===== src/hdl/fdmb_pkg.sv =====
// Purpose: shared constants and types of the fieldbus diagnostics message builder
// Assumes: one 100 MHz system clock, synchronous active-high reset
// Notes: error codes, message classes and sub-block lengths live here
package fdmb_pkg;
  // parameter-access error values
  localparam logic [7:0] ERR_NONE = 8'h00;
  localparam logic [7:0] ERR_DOWNLOAD_A = 8'h77;
  localparam logic [7:0] ERR_DOWNLOAD_B = 8'h81;
  localparam logic [7:0] ERR_MASTER_INHIBIT = 8'h82;
  localparam logic [7:0] ERR_FLOAT_IC = 8'h83;
  localparam logic [7:0] ERR_CALC_BUSY = 8'h84;
  localparam logic [7:0] ERR_NO_ACCESS_METHOD = 8'h85;
  localparam logic [7:0] ERR_DATA_RECORD = 8'h86;
  localparam logic [7:0] ERR_KNOW_HOW = 8'h87;
  localparam logic [7:0] ERR_BELOW_LIMIT = 8'hc8;
  localparam logic [7:0] ERR_ABOVE_LIMIT = 8'hc9;
  localparam logic [7:0] ERR_ACCESS_CODE = 8'hcc;
  localparam logic [7:0] DATA_RECORD_STATE = 8'h0f;
  // history arrays
  localparam int HIST_DEPTH = 64;
  localparam int HIST_AW = 6;
  localparam int HIST_W = 16;
  // message classes
  localparam logic [15:0] MSG_CLASS_BASE = 16'h9000;
  localparam logic [15:0] MSG_CLASS_LAST = 16'h9013;
  localparam logic [15:0] MSG_CLASS_COMM_LOSS = 16'h9008;
  localparam int NUM_CLASSES = 20;
  // profibus sub-block lengths and headers
  localparam logic [7:0] STD_DIAG_LEN = 8'h06;
  localparam logic [7:0] IDENT_LEN = 8'h02;
  localparam logic [7:0] MODSTAT_LEN_DDF = 8'h05;
  localparam logic [7:0] MODSTAT_LEN_LIB = 8'h06;
  localparam logic [7:0] CHAN_LEN = 8'h03;
  localparam logic [7:0] ALARM_LEN = 8'h04;
  localparam logic [1:0] HDR_IDENT = 2'b01;
  localparam logic [1:0] HDR_MODSTAT = 2'b00;
  localparam logic [1:0] HDR_CHAN = 2'b10;
  localparam logic [7:0] MODSTAT_CODE = 8'h82;
  localparam int EXT_DIAG_BIT = 3;
  // request kinds
  typedef enum logic [2:0] {
    REQ_PARAM_CHANGE = 3'h0,
    REQ_MASTER_CTRL = 3'h1,
    REQ_INTERCONNECT = 3'h2,
    REQ_DATA_RECORD_WR = 3'h3,
    REQ_READ = 3'h4
  } fdmb_req_kind_t;
  // change request with its qualifying conditions
  typedef struct packed {
    fdmb_req_kind_t kind;
    logic download_active;
    logic download_alt_code;
    logic src_is_float;
    logic dst_needs_float;
    logic no_access_method;
    logic know_how_protected;
    logic below_valid_limit;
    logic above_valid_limit;
    logic access_code_missing;
  } fdmb_req_t;
  // history event entry
  typedef struct packed {
    logic is_alarm;
    logic [15:0] code;
    logic [15:0] component;
    logic [4:0] msg_class;
  } fdmb_event_t;
  // stream byte out
  typedef struct packed {
    logic [7:0] data;
    logic last;
  } fdmb_byte_t;
endpackage


===== src/hdl/fdmb_hist_mem.sv =====
// Purpose: one history array of entries indexed 0 to depth-1
// Assumes: single write port, registered read
// Notes: read data appear one cycle after the address
`timescale 1ns/1ns
module fdmb_hist_mem #(
  parameter int DEPTH = fdmb_pkg::HIST_DEPTH,
  parameter int AW = fdmb_pkg::HIST_AW,
  parameter int W = fdmb_pkg::HIST_W
) (
  // clock
  input wire logic i_clk_sys,
  // write side
  input wire logic i_wr_en,
  input wire logic [AW-1:0] i_wr_addr,
  input wire logic [W-1:0] i_wr_data,
  // read side
  input wire logic [AW-1:0] i_rd_addr,
  output logic [W-1:0] o_rd_data
);
  logic [W-1:0] mem [DEPTH];

  // storage and registered read
  always_ff @(posedge i_clk_sys) begin
    if (i_wr_en) begin
      mem[i_wr_addr] <= i_wr_data;
    end
    o_rd_data <= mem[i_rd_addr];
  end
endmodule


===== src/hdl/fdmb_err_check.sv =====
// Purpose: priority check of a change request, returns one-byte error value
// Assumes: request conditions are stable in the cycle of the strobe
// Notes: 00 hex means accepted; combinational
`timescale 1ns/1ns
module fdmb_err_check (
  // request
  input wire fdmb_pkg::fdmb_req_t i_req,
  // device state
  input wire logic i_master_control_inhibit_input,
  input wire logic i_internal_calc_busy_indicator,
  input wire logic [7:0] i_commissioning_state_select,
  // result
  output logic [7:0] o_err
);
  // fixed priority, first matching condition wins
  always_comb begin
    o_err = fdmb_pkg::ERR_NONE;
    if (i_req.kind != fdmb_pkg::REQ_READ && i_req.download_active) begin
      o_err = i_req.download_alt_code ? fdmb_pkg::ERR_DOWNLOAD_B : fdmb_pkg::ERR_DOWNLOAD_A;
    end else if (i_req.kind != fdmb_pkg::REQ_READ && i_internal_calc_busy_indicator) begin
      o_err = fdmb_pkg::ERR_CALC_BUSY;
    end else if (i_req.no_access_method) begin
      o_err = fdmb_pkg::ERR_NO_ACCESS_METHOD;
    end else if (i_req.know_how_protected) begin
      o_err = fdmb_pkg::ERR_KNOW_HOW;
    end else if (i_req.kind == fdmb_pkg::REQ_READ) begin
      o_err = fdmb_pkg::ERR_NONE;
    end else if (i_req.access_code_missing) begin
      o_err = fdmb_pkg::ERR_ACCESS_CODE;
    end else if (i_req.kind == fdmb_pkg::REQ_MASTER_CTRL && i_master_control_inhibit_input) begin
      o_err = fdmb_pkg::ERR_MASTER_INHIBIT;
    end else if (i_req.kind == fdmb_pkg::REQ_INTERCONNECT && !i_req.src_is_float && i_req.dst_needs_float) begin
      o_err = fdmb_pkg::ERR_FLOAT_IC;
    end else if (i_req.kind == fdmb_pkg::REQ_DATA_RECORD_WR &&
                 i_commissioning_state_select != fdmb_pkg::DATA_RECORD_STATE) begin
      o_err = fdmb_pkg::ERR_DATA_RECORD;
    end else if (i_req.below_valid_limit) begin
      o_err = fdmb_pkg::ERR_BELOW_LIMIT;
    end else if (i_req.above_valid_limit) begin
      o_err = fdmb_pkg::ERR_ABOVE_LIMIT;
    end
  end
endmodule


===== src/hdl/fdmb_top.sv =====
// Purpose: fieldbus error answers and diagnostics message builder of a drive
// Assumes: single 100 MHz clock, synchronous active-high reset, inputs from same-clock logic
// Notes: messages stream out one byte per valid/ready handshake, with idle cycles between some bytes
`timescale 1ns/1ns
// Contract
// - download in progress rejects change, 77/81
// - takeover inhibit input refuses master control, 82
// - non-float output to float input, 83
// - internal calculation busy refuses change, 84
// - no access method defined gives 85
// - data-record write needs commissioning state 15
// - know-how protection blocks access, 87
// - below valid limit C8, above C9
// - missing access code gives CC
// - four 64-entry history arrays kept
// - components only on PROFINET; PROFIBUS faults only; the code sends no components on either bus
// - messages sent in order of occurrence; the PROFINET class list goes out in class order instead
// - channel block carries class 9000-9013 hex; the code sends the fault number's low five bits there instead
// - one block per distinct active class; the code sends one PROFIBUS channel block per stored fault instead
// - PROFIBUS message starts with 6-byte standard block
// - identifier block, positions 2-4, 2 bytes
// - module status 5 or 6 bytes
// - channel-related block exactly 3 bytes
// - diagnostics alarm block always last
// - group diagnostics flag set while anything active
module fdmb_top (
  // clock and reset
  input wire logic i_clk_sys,
  input wire logic i_sys_rst,
  // parameter change requests
  input wire logic i_req_valid,
  input wire fdmb_pkg::fdmb_req_t i_req,
  input wire logic i_master_control_inhibit_input,
  input wire logic i_internal_calc_busy_indicator,
  input wire logic [7:0] i_commissioning_state_select,
  output logic o_rsp_valid,
  output logic [7:0] o_rsp_err,
  // event capture
  input wire logic i_evt_valid,
  input wire fdmb_pkg::fdmb_event_t i_evt,
  input wire logic i_clear_active,
  // diagnostics read request
  input wire logic i_rd_start,
  input wire logic i_rd_is_profinet,
  input wire logic i_dpv1_mode,
  input wire logic i_cfg_object_lib,
  input wire logic [7:0] i_master_addr,
  // diagnostics stream
  input wire logic i_out_ready,
  output logic o_out_valid,
  output fdmb_pkg::fdmb_byte_t o_out,
  output logic o_busy,
  output logic o_group_diag
);
  typedef enum logic [2:0] {
    ST_IDLE = 3'b000,
    ST_PN_SCAN = 3'b001,
    ST_PB_STD = 3'b010,
    ST_PB_IDENT = 3'b011,
    ST_PB_MOD = 3'b100,
    ST_PB_FETCH = 3'b101,
    ST_PB_CHAN = 3'b110,
    ST_PB_ALARM = 3'b111
  } fdmb_state_t;

  fdmb_state_t state;
  logic [7:0] chk_err;
  logic [fdmb_pkg::HIST_AW-1:0] wr_ptr;
  logic [fdmb_pkg::HIST_AW:0] fault_cnt;
  logic [fdmb_pkg::HIST_AW:0] alarm_cnt;
  logic [fdmb_pkg::NUM_CLASSES-1:0] class_active;
  logic [fdmb_pkg::NUM_CLASSES-1:0] class_sent;
  logic [fdmb_pkg::HIST_AW-1:0] rd_addr;
  logic [fdmb_pkg::HIST_AW:0] rd_idx;
  logic [4:0] scan_cls;
  logic [2:0] byte_idx;
  logic [fdmb_pkg::HIST_W-1:0] fault_num_q, alarm_code_q, fault_comp_q, alarm_comp_q, kind_q;
  logic [15:0] pn_class_code;
  logic [7:0] mod_len;
  logic fetch_wait;
  logic beat;
  logic wr_fault;
  logic wr_alarm;
  logic any_active;

  assign beat = o_out_valid && i_out_ready;
  assign wr_fault = i_evt_valid && !i_evt.is_alarm;
  assign wr_alarm = i_evt_valid && i_evt.is_alarm;
  assign any_active = (fault_cnt != '0) || (alarm_cnt != '0);
  assign mod_len = i_cfg_object_lib ? fdmb_pkg::MODSTAT_LEN_LIB : fdmb_pkg::MODSTAT_LEN_DDF;
  assign pn_class_code = fdmb_pkg::MSG_CLASS_BASE + {11'h000, scan_cls};

  // request checker
  fdmb_err_check u_chk (
    .i_req(i_req),
    .i_master_control_inhibit_input(i_master_control_inhibit_input),
    .i_internal_calc_busy_indicator(i_internal_calc_busy_indicator),
    .i_commissioning_state_select(i_commissioning_state_select),
    .o_err(chk_err)
  );

  // one-cycle answer to each change request
  always_ff @(posedge i_clk_sys) begin
    if (i_sys_rst) begin
      o_rsp_valid <= 1'b0;
      o_rsp_err <= fdmb_pkg::ERR_NONE;
    end else begin
      o_rsp_valid <= i_req_valid;
      if (i_req_valid) begin
        o_rsp_err <= chk_err;
      end
    end
  end

  // history arrays: fault number, alarm code, fault and alarm components
  fdmb_hist_mem u_fault_num (
    .i_clk_sys(i_clk_sys), .i_wr_en(wr_fault), .i_wr_addr(wr_ptr), .i_wr_data(i_evt.code),
    .i_rd_addr(rd_addr), .o_rd_data(fault_num_q)
  );
  fdmb_hist_mem u_alarm_code (
    .i_clk_sys(i_clk_sys), .i_wr_en(wr_alarm), .i_wr_addr(wr_ptr), .i_wr_data(i_evt.code),
    .i_rd_addr(rd_addr), .o_rd_data(alarm_code_q)
  );
  fdmb_hist_mem u_fault_comp (
    .i_clk_sys(i_clk_sys), .i_wr_en(wr_fault), .i_wr_addr(wr_ptr), .i_wr_data(i_evt.component),
    .i_rd_addr(rd_addr), .o_rd_data(fault_comp_q)
  );
  fdmb_hist_mem u_alarm_comp (
    .i_clk_sys(i_clk_sys), .i_wr_en(wr_alarm), .i_wr_addr(wr_ptr), .i_wr_data(i_evt.component),
    .i_rd_addr(rd_addr), .o_rd_data(alarm_comp_q)
  );
  // per-slot kind, so the reader walks one shared chronology
  fdmb_hist_mem u_kind (
    .i_clk_sys(i_clk_sys), .i_wr_en(i_evt_valid), .i_wr_addr(wr_ptr),
    .i_wr_data({15'h0000, i_evt.is_alarm}), .i_rd_addr(rd_addr), .o_rd_data(kind_q)
  );

  // event write pointer wrapping and active counts saturating at the array depth
  always_ff @(posedge i_clk_sys) begin
    if (i_sys_rst || i_clear_active) begin
      wr_ptr <= '0;
      fault_cnt <= '0;
      alarm_cnt <= '0;
    end else if (i_evt_valid) begin
      wr_ptr <= wr_ptr + 1'b1;
      if (wr_fault && fault_cnt != (fdmb_pkg::HIST_AW+1)'(fdmb_pkg::HIST_DEPTH)) begin
        fault_cnt <= fault_cnt + 1'b1;
      end
      if (wr_alarm && alarm_cnt != (fdmb_pkg::HIST_AW+1)'(fdmb_pkg::HIST_DEPTH)) begin
        alarm_cnt <= alarm_cnt + 1'b1;
      end
    end
  end

  // active message classes; a new event wins over a clear
  always_ff @(posedge i_clk_sys) begin
    if (i_sys_rst) begin
      class_active <= '0;
    end else begin
      if (i_clear_active) begin
        class_active <= '0;
      end
      if (i_evt_valid && i_evt.msg_class < 5'(fdmb_pkg::NUM_CLASSES)) begin
        class_active[i_evt.msg_class] <= 1'b1;
      end
    end
  end

  // group diagnostics flag
  always_ff @(posedge i_clk_sys) begin
    if (i_sys_rst) begin
      o_group_diag <= 1'b0;
    end else begin
      o_group_diag <= any_active || i_evt_valid;
    end
  end

  // message sequencer
  always_ff @(posedge i_clk_sys) begin
    if (i_sys_rst) begin
      state <= ST_IDLE;
      o_out_valid <= 1'b0;
      o_out <= '0;
      o_busy <= 1'b0;
      byte_idx <= '0;
      scan_cls <= '0;
      class_sent <= '0;
      rd_idx <= '0;
      rd_addr <= '0;
      fetch_wait <= 1'b0;
    end else begin
      unique case (state)
        ST_IDLE: begin
          o_out_valid <= 1'b0;
          byte_idx <= '0;
          if (i_rd_start && i_rd_is_profinet) begin
            state <= ST_PN_SCAN;
            o_busy <= 1'b1;
            scan_cls <= '0;
            class_sent <= '0;
          end else if (i_rd_start && i_dpv1_mode) begin
            state <= ST_PB_STD;
            o_busy <= 1'b1;
          end
        end
        ST_PN_SCAN: begin
          // one 2-byte class code per active class, high byte first
          if (!o_out_valid || beat) begin
            if (o_out_valid && byte_idx == 3'd0) begin
              byte_idx <= 3'd1;
              o_out.data <= pn_class_code[7:0];
              o_out.last <= (class_active >> (scan_cls + 5'd1)) == '0;
            end else if (scan_cls == 5'(fdmb_pkg::NUM_CLASSES) || (o_out_valid && o_out.last)) begin
              o_out_valid <= 1'b0;
              o_busy <= 1'b0;
              state <= ST_IDLE;
            end else if (o_out_valid) begin
              o_out_valid <= 1'b0;
              byte_idx <= 3'd0;
              scan_cls <= scan_cls + 5'd1;
            end else if (class_active[scan_cls] && !class_sent[scan_cls]) begin
              class_sent[scan_cls] <= 1'b1;
              o_out_valid <= 1'b1;
              o_out.data <= pn_class_code[15:8];
              o_out.last <= 1'b0;
            end else begin
              scan_cls <= scan_cls + 5'd1;
            end
          end
        end
        ST_PB_STD: begin
          // six-byte standard block
          if (!o_out_valid || beat) begin
            o_out_valid <= 1'b1;
            o_out.last <= 1'b0;
            unique case (byte_idx)
              3'd0: o_out.data <= {4'h0, any_active, 3'b000};
              3'd3: o_out.data <= i_master_addr;
              default: o_out.data <= 8'h00;
            endcase
            if (byte_idx == 3'(fdmb_pkg::STD_DIAG_LEN - 8'd1)) begin
              byte_idx <= '0;
              state <= ST_PB_IDENT;
            end else begin
              byte_idx <= byte_idx + 3'd1;
            end
          end
        end
        ST_PB_IDENT: begin
          if (beat) begin
            o_out.data <= (byte_idx == 3'd0) ? {fdmb_pkg::HDR_IDENT, 6'(fdmb_pkg::IDENT_LEN)} :
                          {7'h00, any_active};
            if (byte_idx == 3'(fdmb_pkg::IDENT_LEN - 8'd1)) begin
              byte_idx <= '0;
              state <= ST_PB_MOD;
            end else begin
              byte_idx <= byte_idx + 3'd1;
            end
          end
        end
        ST_PB_MOD: begin
          if (beat) begin
            unique case (byte_idx)
              3'd0: o_out.data <= {fdmb_pkg::HDR_MODSTAT, mod_len[5:0]};
              3'd1: o_out.data <= fdmb_pkg::MODSTAT_CODE;
              default: o_out.data <= 8'h00;
            endcase
            if (byte_idx == 3'(mod_len - 8'd1)) begin
              byte_idx <= '0;
              rd_idx <= '0;
              rd_addr <= wr_ptr - 6'(fault_cnt + alarm_cnt);
              fetch_wait <= 1'b1;
              state <= ST_PB_FETCH;
            end else begin
              byte_idx <= byte_idx + 3'd1;
            end
          end
        end
        ST_PB_FETCH: begin
          // walk history oldest first, faults only, until the last byte drains
          if (beat) begin
            o_out_valid <= 1'b0;
          end
          if (!o_out_valid || beat) begin
            if (fetch_wait) begin
              fetch_wait <= 1'b0;
            end else if (rd_idx == (fault_cnt + alarm_cnt)) begin
              state <= ST_PB_ALARM;
            end else if (kind_q[0]) begin
              rd_idx <= rd_idx + 1'b1;
              rd_addr <= rd_addr + 1'b1;
              fetch_wait <= 1'b1;
            end else begin
              state <= ST_PB_CHAN;
            end
          end
        end
        ST_PB_CHAN: begin
          // three-byte channel block, no component assignment
          if (!o_out_valid || beat) begin
            o_out_valid <= 1'b1;
            o_out.last <= 1'b0;
            unique case (byte_idx)
              3'd0: o_out.data <= {fdmb_pkg::HDR_CHAN, 6'h00};
              3'd1: o_out.data <= 8'hc0;
              default: o_out.data <= {3'b000, fault_num_q[4:0]};
            endcase
            if (byte_idx == 3'(fdmb_pkg::CHAN_LEN - 8'd1)) begin
              byte_idx <= '0;
              rd_idx <= rd_idx + 1'b1;
              rd_addr <= rd_addr + 1'b1;
              fetch_wait <= 1'b1;
              state <= ST_PB_FETCH;
            end else begin
              byte_idx <= byte_idx + 3'd1;
            end
          end
        end
        ST_PB_ALARM: begin
          // closing diagnostics-alarm block with the slot state
          if (!o_out_valid || beat) begin
            if (o_out_valid && o_out.last) begin
              o_out_valid <= 1'b0;
              o_busy <= 1'b0;
              byte_idx <= '0;
              state <= ST_IDLE;
            end else begin
              o_out_valid <= 1'b1;
              unique case (byte_idx)
                3'd0: o_out.data <= fdmb_pkg::ALARM_LEN;
                3'd3: o_out.data <= {7'h00, any_active};
                default: o_out.data <= 8'h00;
              endcase
              o_out.last <= byte_idx == 3'(fdmb_pkg::ALARM_LEN - 8'd1);
              byte_idx <= byte_idx + 3'd1;
            end
          end
        end
      endcase
    end
  end
endmodule


===== config.mk =====
export PLATFORM = sky130hd
export DESIGN_NAME = fdmb_top
export DESIGN_NICKNAME = d
export VERILOG_FILES = /design/src/hdl/fdmb_pkg.sv /design/src/hdl/fdmb_hist_mem.sv /design/src/hdl/fdmb_err_check.sv /design/src/hdl/fdmb_top.sv
export SDC_FILE = /design/constraint.sdc
export NUM_CORES = 1
export LEC_CHECK = 0
export BUFFER_PORTS_ARGS = -buffer_cell sky130_fd_sc_hd__buf_2
export CORE_MARGIN = 1.5
export CORE_UTILIZATION = 62
export CTS_CLUSTER_DIAMETER = 150
export DETAILED_ROUTE_END_ITERATION = 10
export PLACE_DENSITY = 0.8
export SYNTH_ARGS = -nofsm -noshare
export SYNTH_HDL_FRONTEND = slang
export SYNTH_SLANG_ARGS = --single-unit

===== constraint.sdc =====
create_clock -name i_clk_sys -period 3.7 [get_ports i_clk_sys]
set_input_delay 0.925 -clock i_clk_sys [delete_from_list [all_inputs] [get_ports i_clk_sys]]
set_output_delay 0.925 -clock i_clk_sys [all_outputs]
set_load 0.005 [all_outputs]

==> metrics.txt <==
# TYPE chip_impl_metric gauge
chip_impl_metric{name="clk_pin_slew_worst_paths",unit="ns"} 0.06
chip_impl_metric{name="synth.yosys.seq_area_share",unit="%"} 63.2
chip_impl_info{name="clockRootBuffer",value="sky130_fd_sc_hd__clkbuf_16"} 1
chip_impl_metric{name="groute.layer.met3.usage",unit="%"} 5.80
chip_impl_info{name="cp-end-kind",value="register"} 1
chip_impl_metric{name="yosysWarnings",unit=""} 0
chip_impl_metric{name="fmax",unit="MHz"} 309
chip_impl_info{name="cpMaxStageDelayCell",value="sky130_fd_sc_hd__a2111oi_4"} 1
chip_impl_metric{name="reg2reg_depth",unit=""} 9
chip_impl_info{name="synth_flop_cell",value="sky130_fd_sc_hd__edfxtp_1"} 1
chip_impl_metric{name="diodes",unit=""} 0
chip_impl_metric{name="drt-pass1-iter-count",unit=""} 5
chip_impl_metric{name="cts_resized",unit=""} 0
chip_impl_metric{name="die_area",unit="um^2"} 36300
chip_impl_metric{name="timing.final.max_slew_violations",unit=""} 0
chip_impl_metric{name="fin_ws",unit="ns"} 0.469
chip_impl_metric{name="via_per_inst",unit=""} 6.59
chip_impl_metric{name="areaGrowthSynthToFinish",unit="%"} 11.2
chip_impl_metric{name="grt_first_pass_wirelength",unit="um"} 78300
chip_impl_metric{name="totalPowerFinal",unit="mW"} 12.3
chip_impl_metric{name="critical_path.max_stage_delay",unit="ns"} 0.48
chip_impl_info{name="hp-start",value="class_sent[9]$_SDFFE_PP0P_"} 1
chip_impl_metric{name="worst_clock_skew",unit="ns"} 0.0202
chip_impl_metric{name="cp_max_fo",unit=""} 10
chip_impl_metric{name="fillerInstances",unit=""} 2220
chip_impl_metric{name="detailroute.via_count",unit=""} 13500
chip_impl_metric{name="worst_ep_required_time",unit="ns"} 4.16
chip_impl_metric{name="place.port_buffers",unit=""} 71
chip_impl_metric{name="number_of_global_route_vias_before_repair",unit=""} 13400
chip_impl_metric{name="globalRouteOverflowTotal",unit=""} 0
chip_impl_metric{name="worst-path-stages",unit=""} 9
chip_impl_metric{name="gp_congestion",unit=""} 0.927
chip_impl_info{name="regToRegStartpoint",value="fault_cnt[0]$_SDFFE_PP0P_"} 1
chip_impl_metric{name="syn-cell-area",unit="um^2"} 21800
chip_impl_metric{name="drt.antenna.violating_nets",unit=""} 0
chip_impl_info{name="min_path_type",value="register to register"} 1
chip_impl_info{name="grt_busiest_layer",value="met2"} 1
chip_impl_metric{name="synth_fp_nets",unit=""} 1596
chip_impl_metric{name="edff_count_synth",unit=""} 384
chip_impl_metric{name="cp.buffers_inverters",unit=""} 0
chip_impl_metric{name="largest_net_degree_at_the_start_of_global_routing",unit=""} 65
chip_impl_metric{name="final-instance-count-excl-fill",unit=""} 2049
chip_impl_metric{name="power_per_cell_area",unit="nW/um^2"} 508
chip_impl_metric{name="synth_cell_type_count",unit=""} 83
chip_impl_metric{name="maxCapViolations",unit=""} 0
chip_impl_metric{name="dieWidth",unit="um"} 190
chip_impl_info{name="clock_tree_from_tritoncts",value="done"} 1
chip_impl_info{name="startpoint_type",value="register"} 1
chip_impl_metric{name="grt_use_met1",unit="%"} 37.9
chip_impl_info{name="run_status",value="completed"} 1
chip_impl_metric{name="core",unit="um^2"} 34500
chip_impl_info{name="rsz0062_at_grt",value="no"} 1
chip_impl_info{name="synth_top_cell_by_area",value="sky130_fd_sc_hd__edfxtp_1"} 1
chip_impl_metric{name="post_route_cells_drive_above_1_share",unit="%"} 21.2
chip_impl_metric{name="tightestPinTransition",unit="ns"} 1.23
chip_impl_metric{name="syn_area_per_cell",unit="um^2"} 14.6
chip_impl_metric{name="level_count_of_the_clock_h_tree",unit=""} 2
chip_impl_metric{name="synth.ff_latch_count",unit=""} 495
chip_impl_metric{name="route.final.wire_length",unit="um"} 51300
chip_impl_metric{name="cts_max_path_buffers",unit=""} 3
chip_impl_metric{name="die_height",unit="um"} 190
chip_impl_metric{name="io-pin-count",unit=""} 99
chip_impl_metric{name="grt_use_total",unit="%"} 28.9
chip_impl_metric{name="power.ir.vdd_worst",unit="mV"} 0.466
chip_impl_metric{name="setup-tns-final",unit="ns"} 0
chip_impl_metric{name="finalHoldWorstSlack",unit="ns"} 0.447
chip_impl_metric{name="post_cts_hold_buffer_count",unit=""} 0
chip_impl_metric{name="ys_async_sr_fraction",unit="%"} 0
chip_impl_metric{name="layout.core_utilization",unit="%"} 70.1
chip_impl_metric{name="syn-instance-count",unit=""} 1489
chip_impl_metric{name="floorplan.initialDensity",unit="%"} 63.0
chip_impl_metric{name="met2_usage",unit="%"} 48.4
chip_impl_metric{name="number_of_antenna_violations_at_the_first_check_in_global_routing",unit=""} 1
chip_impl_metric{name="cts_inserted_buffers",unit=""} 49
chip_impl_info{name="most_numerous_cell_in_the_yosys_netlist",value="sky130_fd_sc_hd__edfxtp_1"} 1
chip_impl_metric{name="dr.first_iter.drc_count",unit=""} 1153
chip_impl_info{name="timing_worst_setup_path_type",value="register to register"} 1
chip_impl_info{name="critical-path-top-delay-family",value="compound AO/OA/AOI/OAI gates"} 1
chip_impl_info{name="timing.critical_path.from",value="fault_cnt[0]$_SDFFE_PP0P_"} 1
chip_impl_metric{name="power_leakage",unit="nW"} 7.85
chip_impl_metric{name="relSlewSlack",unit="%"} 18.3
chip_impl_metric{name="final_design_area_no_fill",unit="um^2"} 24200
chip_impl_info{name="synth_commonest_cells",value="384 x sky130_fd_sc_hd__edfxtp_1, 192 x sky130_fd_sc_hd__nor2_1, 126 x sky130_fd_sc_hd__mux4_2"} 1
chip_impl_metric{name="placed_area",unit="um^2"} 22600
chip_impl_info{name="synthTopCellsByArea",value="sky130_fd_sc_hd__edfxtp_1 53%, sky130_fd_sc_hd__mux4_2 13%, sky130_fd_sc_hd__dfxtp_1 10%"} 1
chip_impl_metric{name="fin_crit_sh",unit="%"} 87.3
chip_impl_info{name="critical_path.cell_chain",value="ha_1 -> fa_1 -> a211o_1 -> a211oi_1 -> o21ai_0 -> a2111oi_4 -> a21o_1 -> a22oi_1 -> o221a_2"} 1
chip_impl_metric{name="worst_skew_pair.late_latency",unit="ns"} 0.59
chip_impl_metric{name="report.final.hold_viol_count",unit=""} 0
chip_impl_metric{name="fp-row-count",unit=""} 68
chip_impl_metric{name="layout_min_cycle_time",unit="ns"} 3.23
chip_impl_metric{name="yosysTopAreaCellShare",unit="%"} 53.0
chip_impl_metric{name="postCtsSetupRepairBufs",unit=""} 0
chip_impl_metric{name="route.detailed.drc",unit=""} 0
chip_impl_metric{name="final_nets",unit=""} 1664
chip_impl_metric{name="wl_per_cell",unit="um"} 25.1
chip_impl_metric{name="cts_sinks",unit=""} 495
chip_impl_metric{name="worst_ep_arrival_time",unit="ns"} 3.70
chip_impl_metric{name="preCtsSetupSlack",unit="ns"} 0.481
chip_impl_metric{name="dpl.cell_count",unit=""} 1961
chip_impl_metric{name="worst_hold_path.num_cells",unit=""} 2
chip_impl_metric{name="setup_violators_final",unit=""} 0
chip_impl_metric{name="dp.final_hpwl",unit="um"} 31000
registers in the layout (all words and copies together) (netlist names), 3 cells and up:
signal	flops
rd_idx	7
u_fault_num.o_rd_data	5
state	3
o_rsp_err	7
wr_ptr	6
o_out	9
class_sent	20
class_active	20
fault_cnt	7
alarm_cnt	7
scan_cls	5
rd_addr	6
u_fault_num.mem	320
u_kind.mem	64
byte_idx	3
cell usage in the layout, fill, tap and decap left out, types with 9 or more instances in the layout:
cell | Yosys | final
sky130_fd_sc_hd__or2_2 | 11 | 11
sky130_fd_sc_hd__nor2_1 | 192 | 192
sky130_fd_sc_hd__a21oi_1 | 58 | 58
sky130_fd_sc_hd__ha_1 | 27 | 27
sky130_fd_sc_hd__edfxtp_1 | 384 | 384
sky130_fd_sc_hd__dfxtp_1 | 111 | 108
sky130_fd_sc_hd__xor2_1 | 19 | 19
sky130_fd_sc_hd__clkbuf_16 | 0 | 49
sky130_fd_sc_hd__clkinv_2 | 0 | 9
sky130_fd_sc_hd__buf_4 | 1 | 32
sky130_fd_sc_hd__mux4_2 | 126 | 126
sky130_fd_sc_hd__nor2b_1 | 12 | 12
sky130_fd_sc_hd__inv_1 | 33 | 33
sky130_fd_sc_hd__a211oi_1 | 11 | 11
sky130_fd_sc_hd__buf_2 | 16 | 71
sky130_fd_sc_hd__o211ai_1 | 9 | 9
sky130_fd_sc_hd__mux2i_1 | 17 | 17
sky130_fd_sc_hd__a22o_1 | 17 | 17
sky130_fd_sc_hd__nand2_1 | 78 | 78
sky130_fd_sc_hd__o21ai_0 | 53 | 53
sky130_fd_sc_hd__xnor2_1 | 15 | 15
sky130_fd_sc_hd__nor3_1 | 29 | 29
sky130_fd_sc_hd__nand2b_1 | 14 | 14
sky130_fd_sc_hd__nand3_1 | 28 | 28
metal layers:
layer / wire [um] / share of wire [%]
met5: 11 / 0.021
met4: 1850 / 3.6
met3: 4540 / 8.8
met2: 25600 / 50
met1: 19300 / 38
power by group:
part,internal (mW),switching [mW]
Combinational,0.451,0.780
Clock,2.76,2.13
Sequential,6.06,0.127
cell families (layout without fill, tap and decap cells):
group           Yosys count  in the layout  share of synthesized area (%)
compound gates          231            231                           7.40
xor+xnor                 36             36                           1.57
fa+ha+maj                29             29                           1.74
buf+inv                 122            227                           2.28
flops                   495            495                           63.2
mux                     154            154                           14.9
simple gates            422            422                           8.91
worst min-delay path, cell delays in order (launching register included):
cell and delay (ns):
sky130_fd_sc_hd__dfxtp_1 0.31, sky130_fd_sc_hd__nand2_1 0.04, sky130_fd_sc_hd__o21ai_0 0.06
final cells by class:
class	count	area, um^2	area share (%)
inverters	34	128	0.527
multi-input cells	872	7520	31.1
repair buffers	105	636	2.63
clock buffers	61	1320	5.46
flip-flops and latches	495	13800	56.9
well taps	455	569	2.35
clock inverters	27	268	1.11
final timing paths:
path         slack (ns)                         end
max                0.47     rd_addr[0]$_SDFFE_PP0P_
min                0.45  class_sent[9]$_SDFFE_PP0P_
max reg2reg        0.47     rd_addr[0]$_SDFFE_PP0P_
min reg2reg        0.45  class_sent[9]$_SDFFE_PP0P_
(Power assumes the default switching activity.)
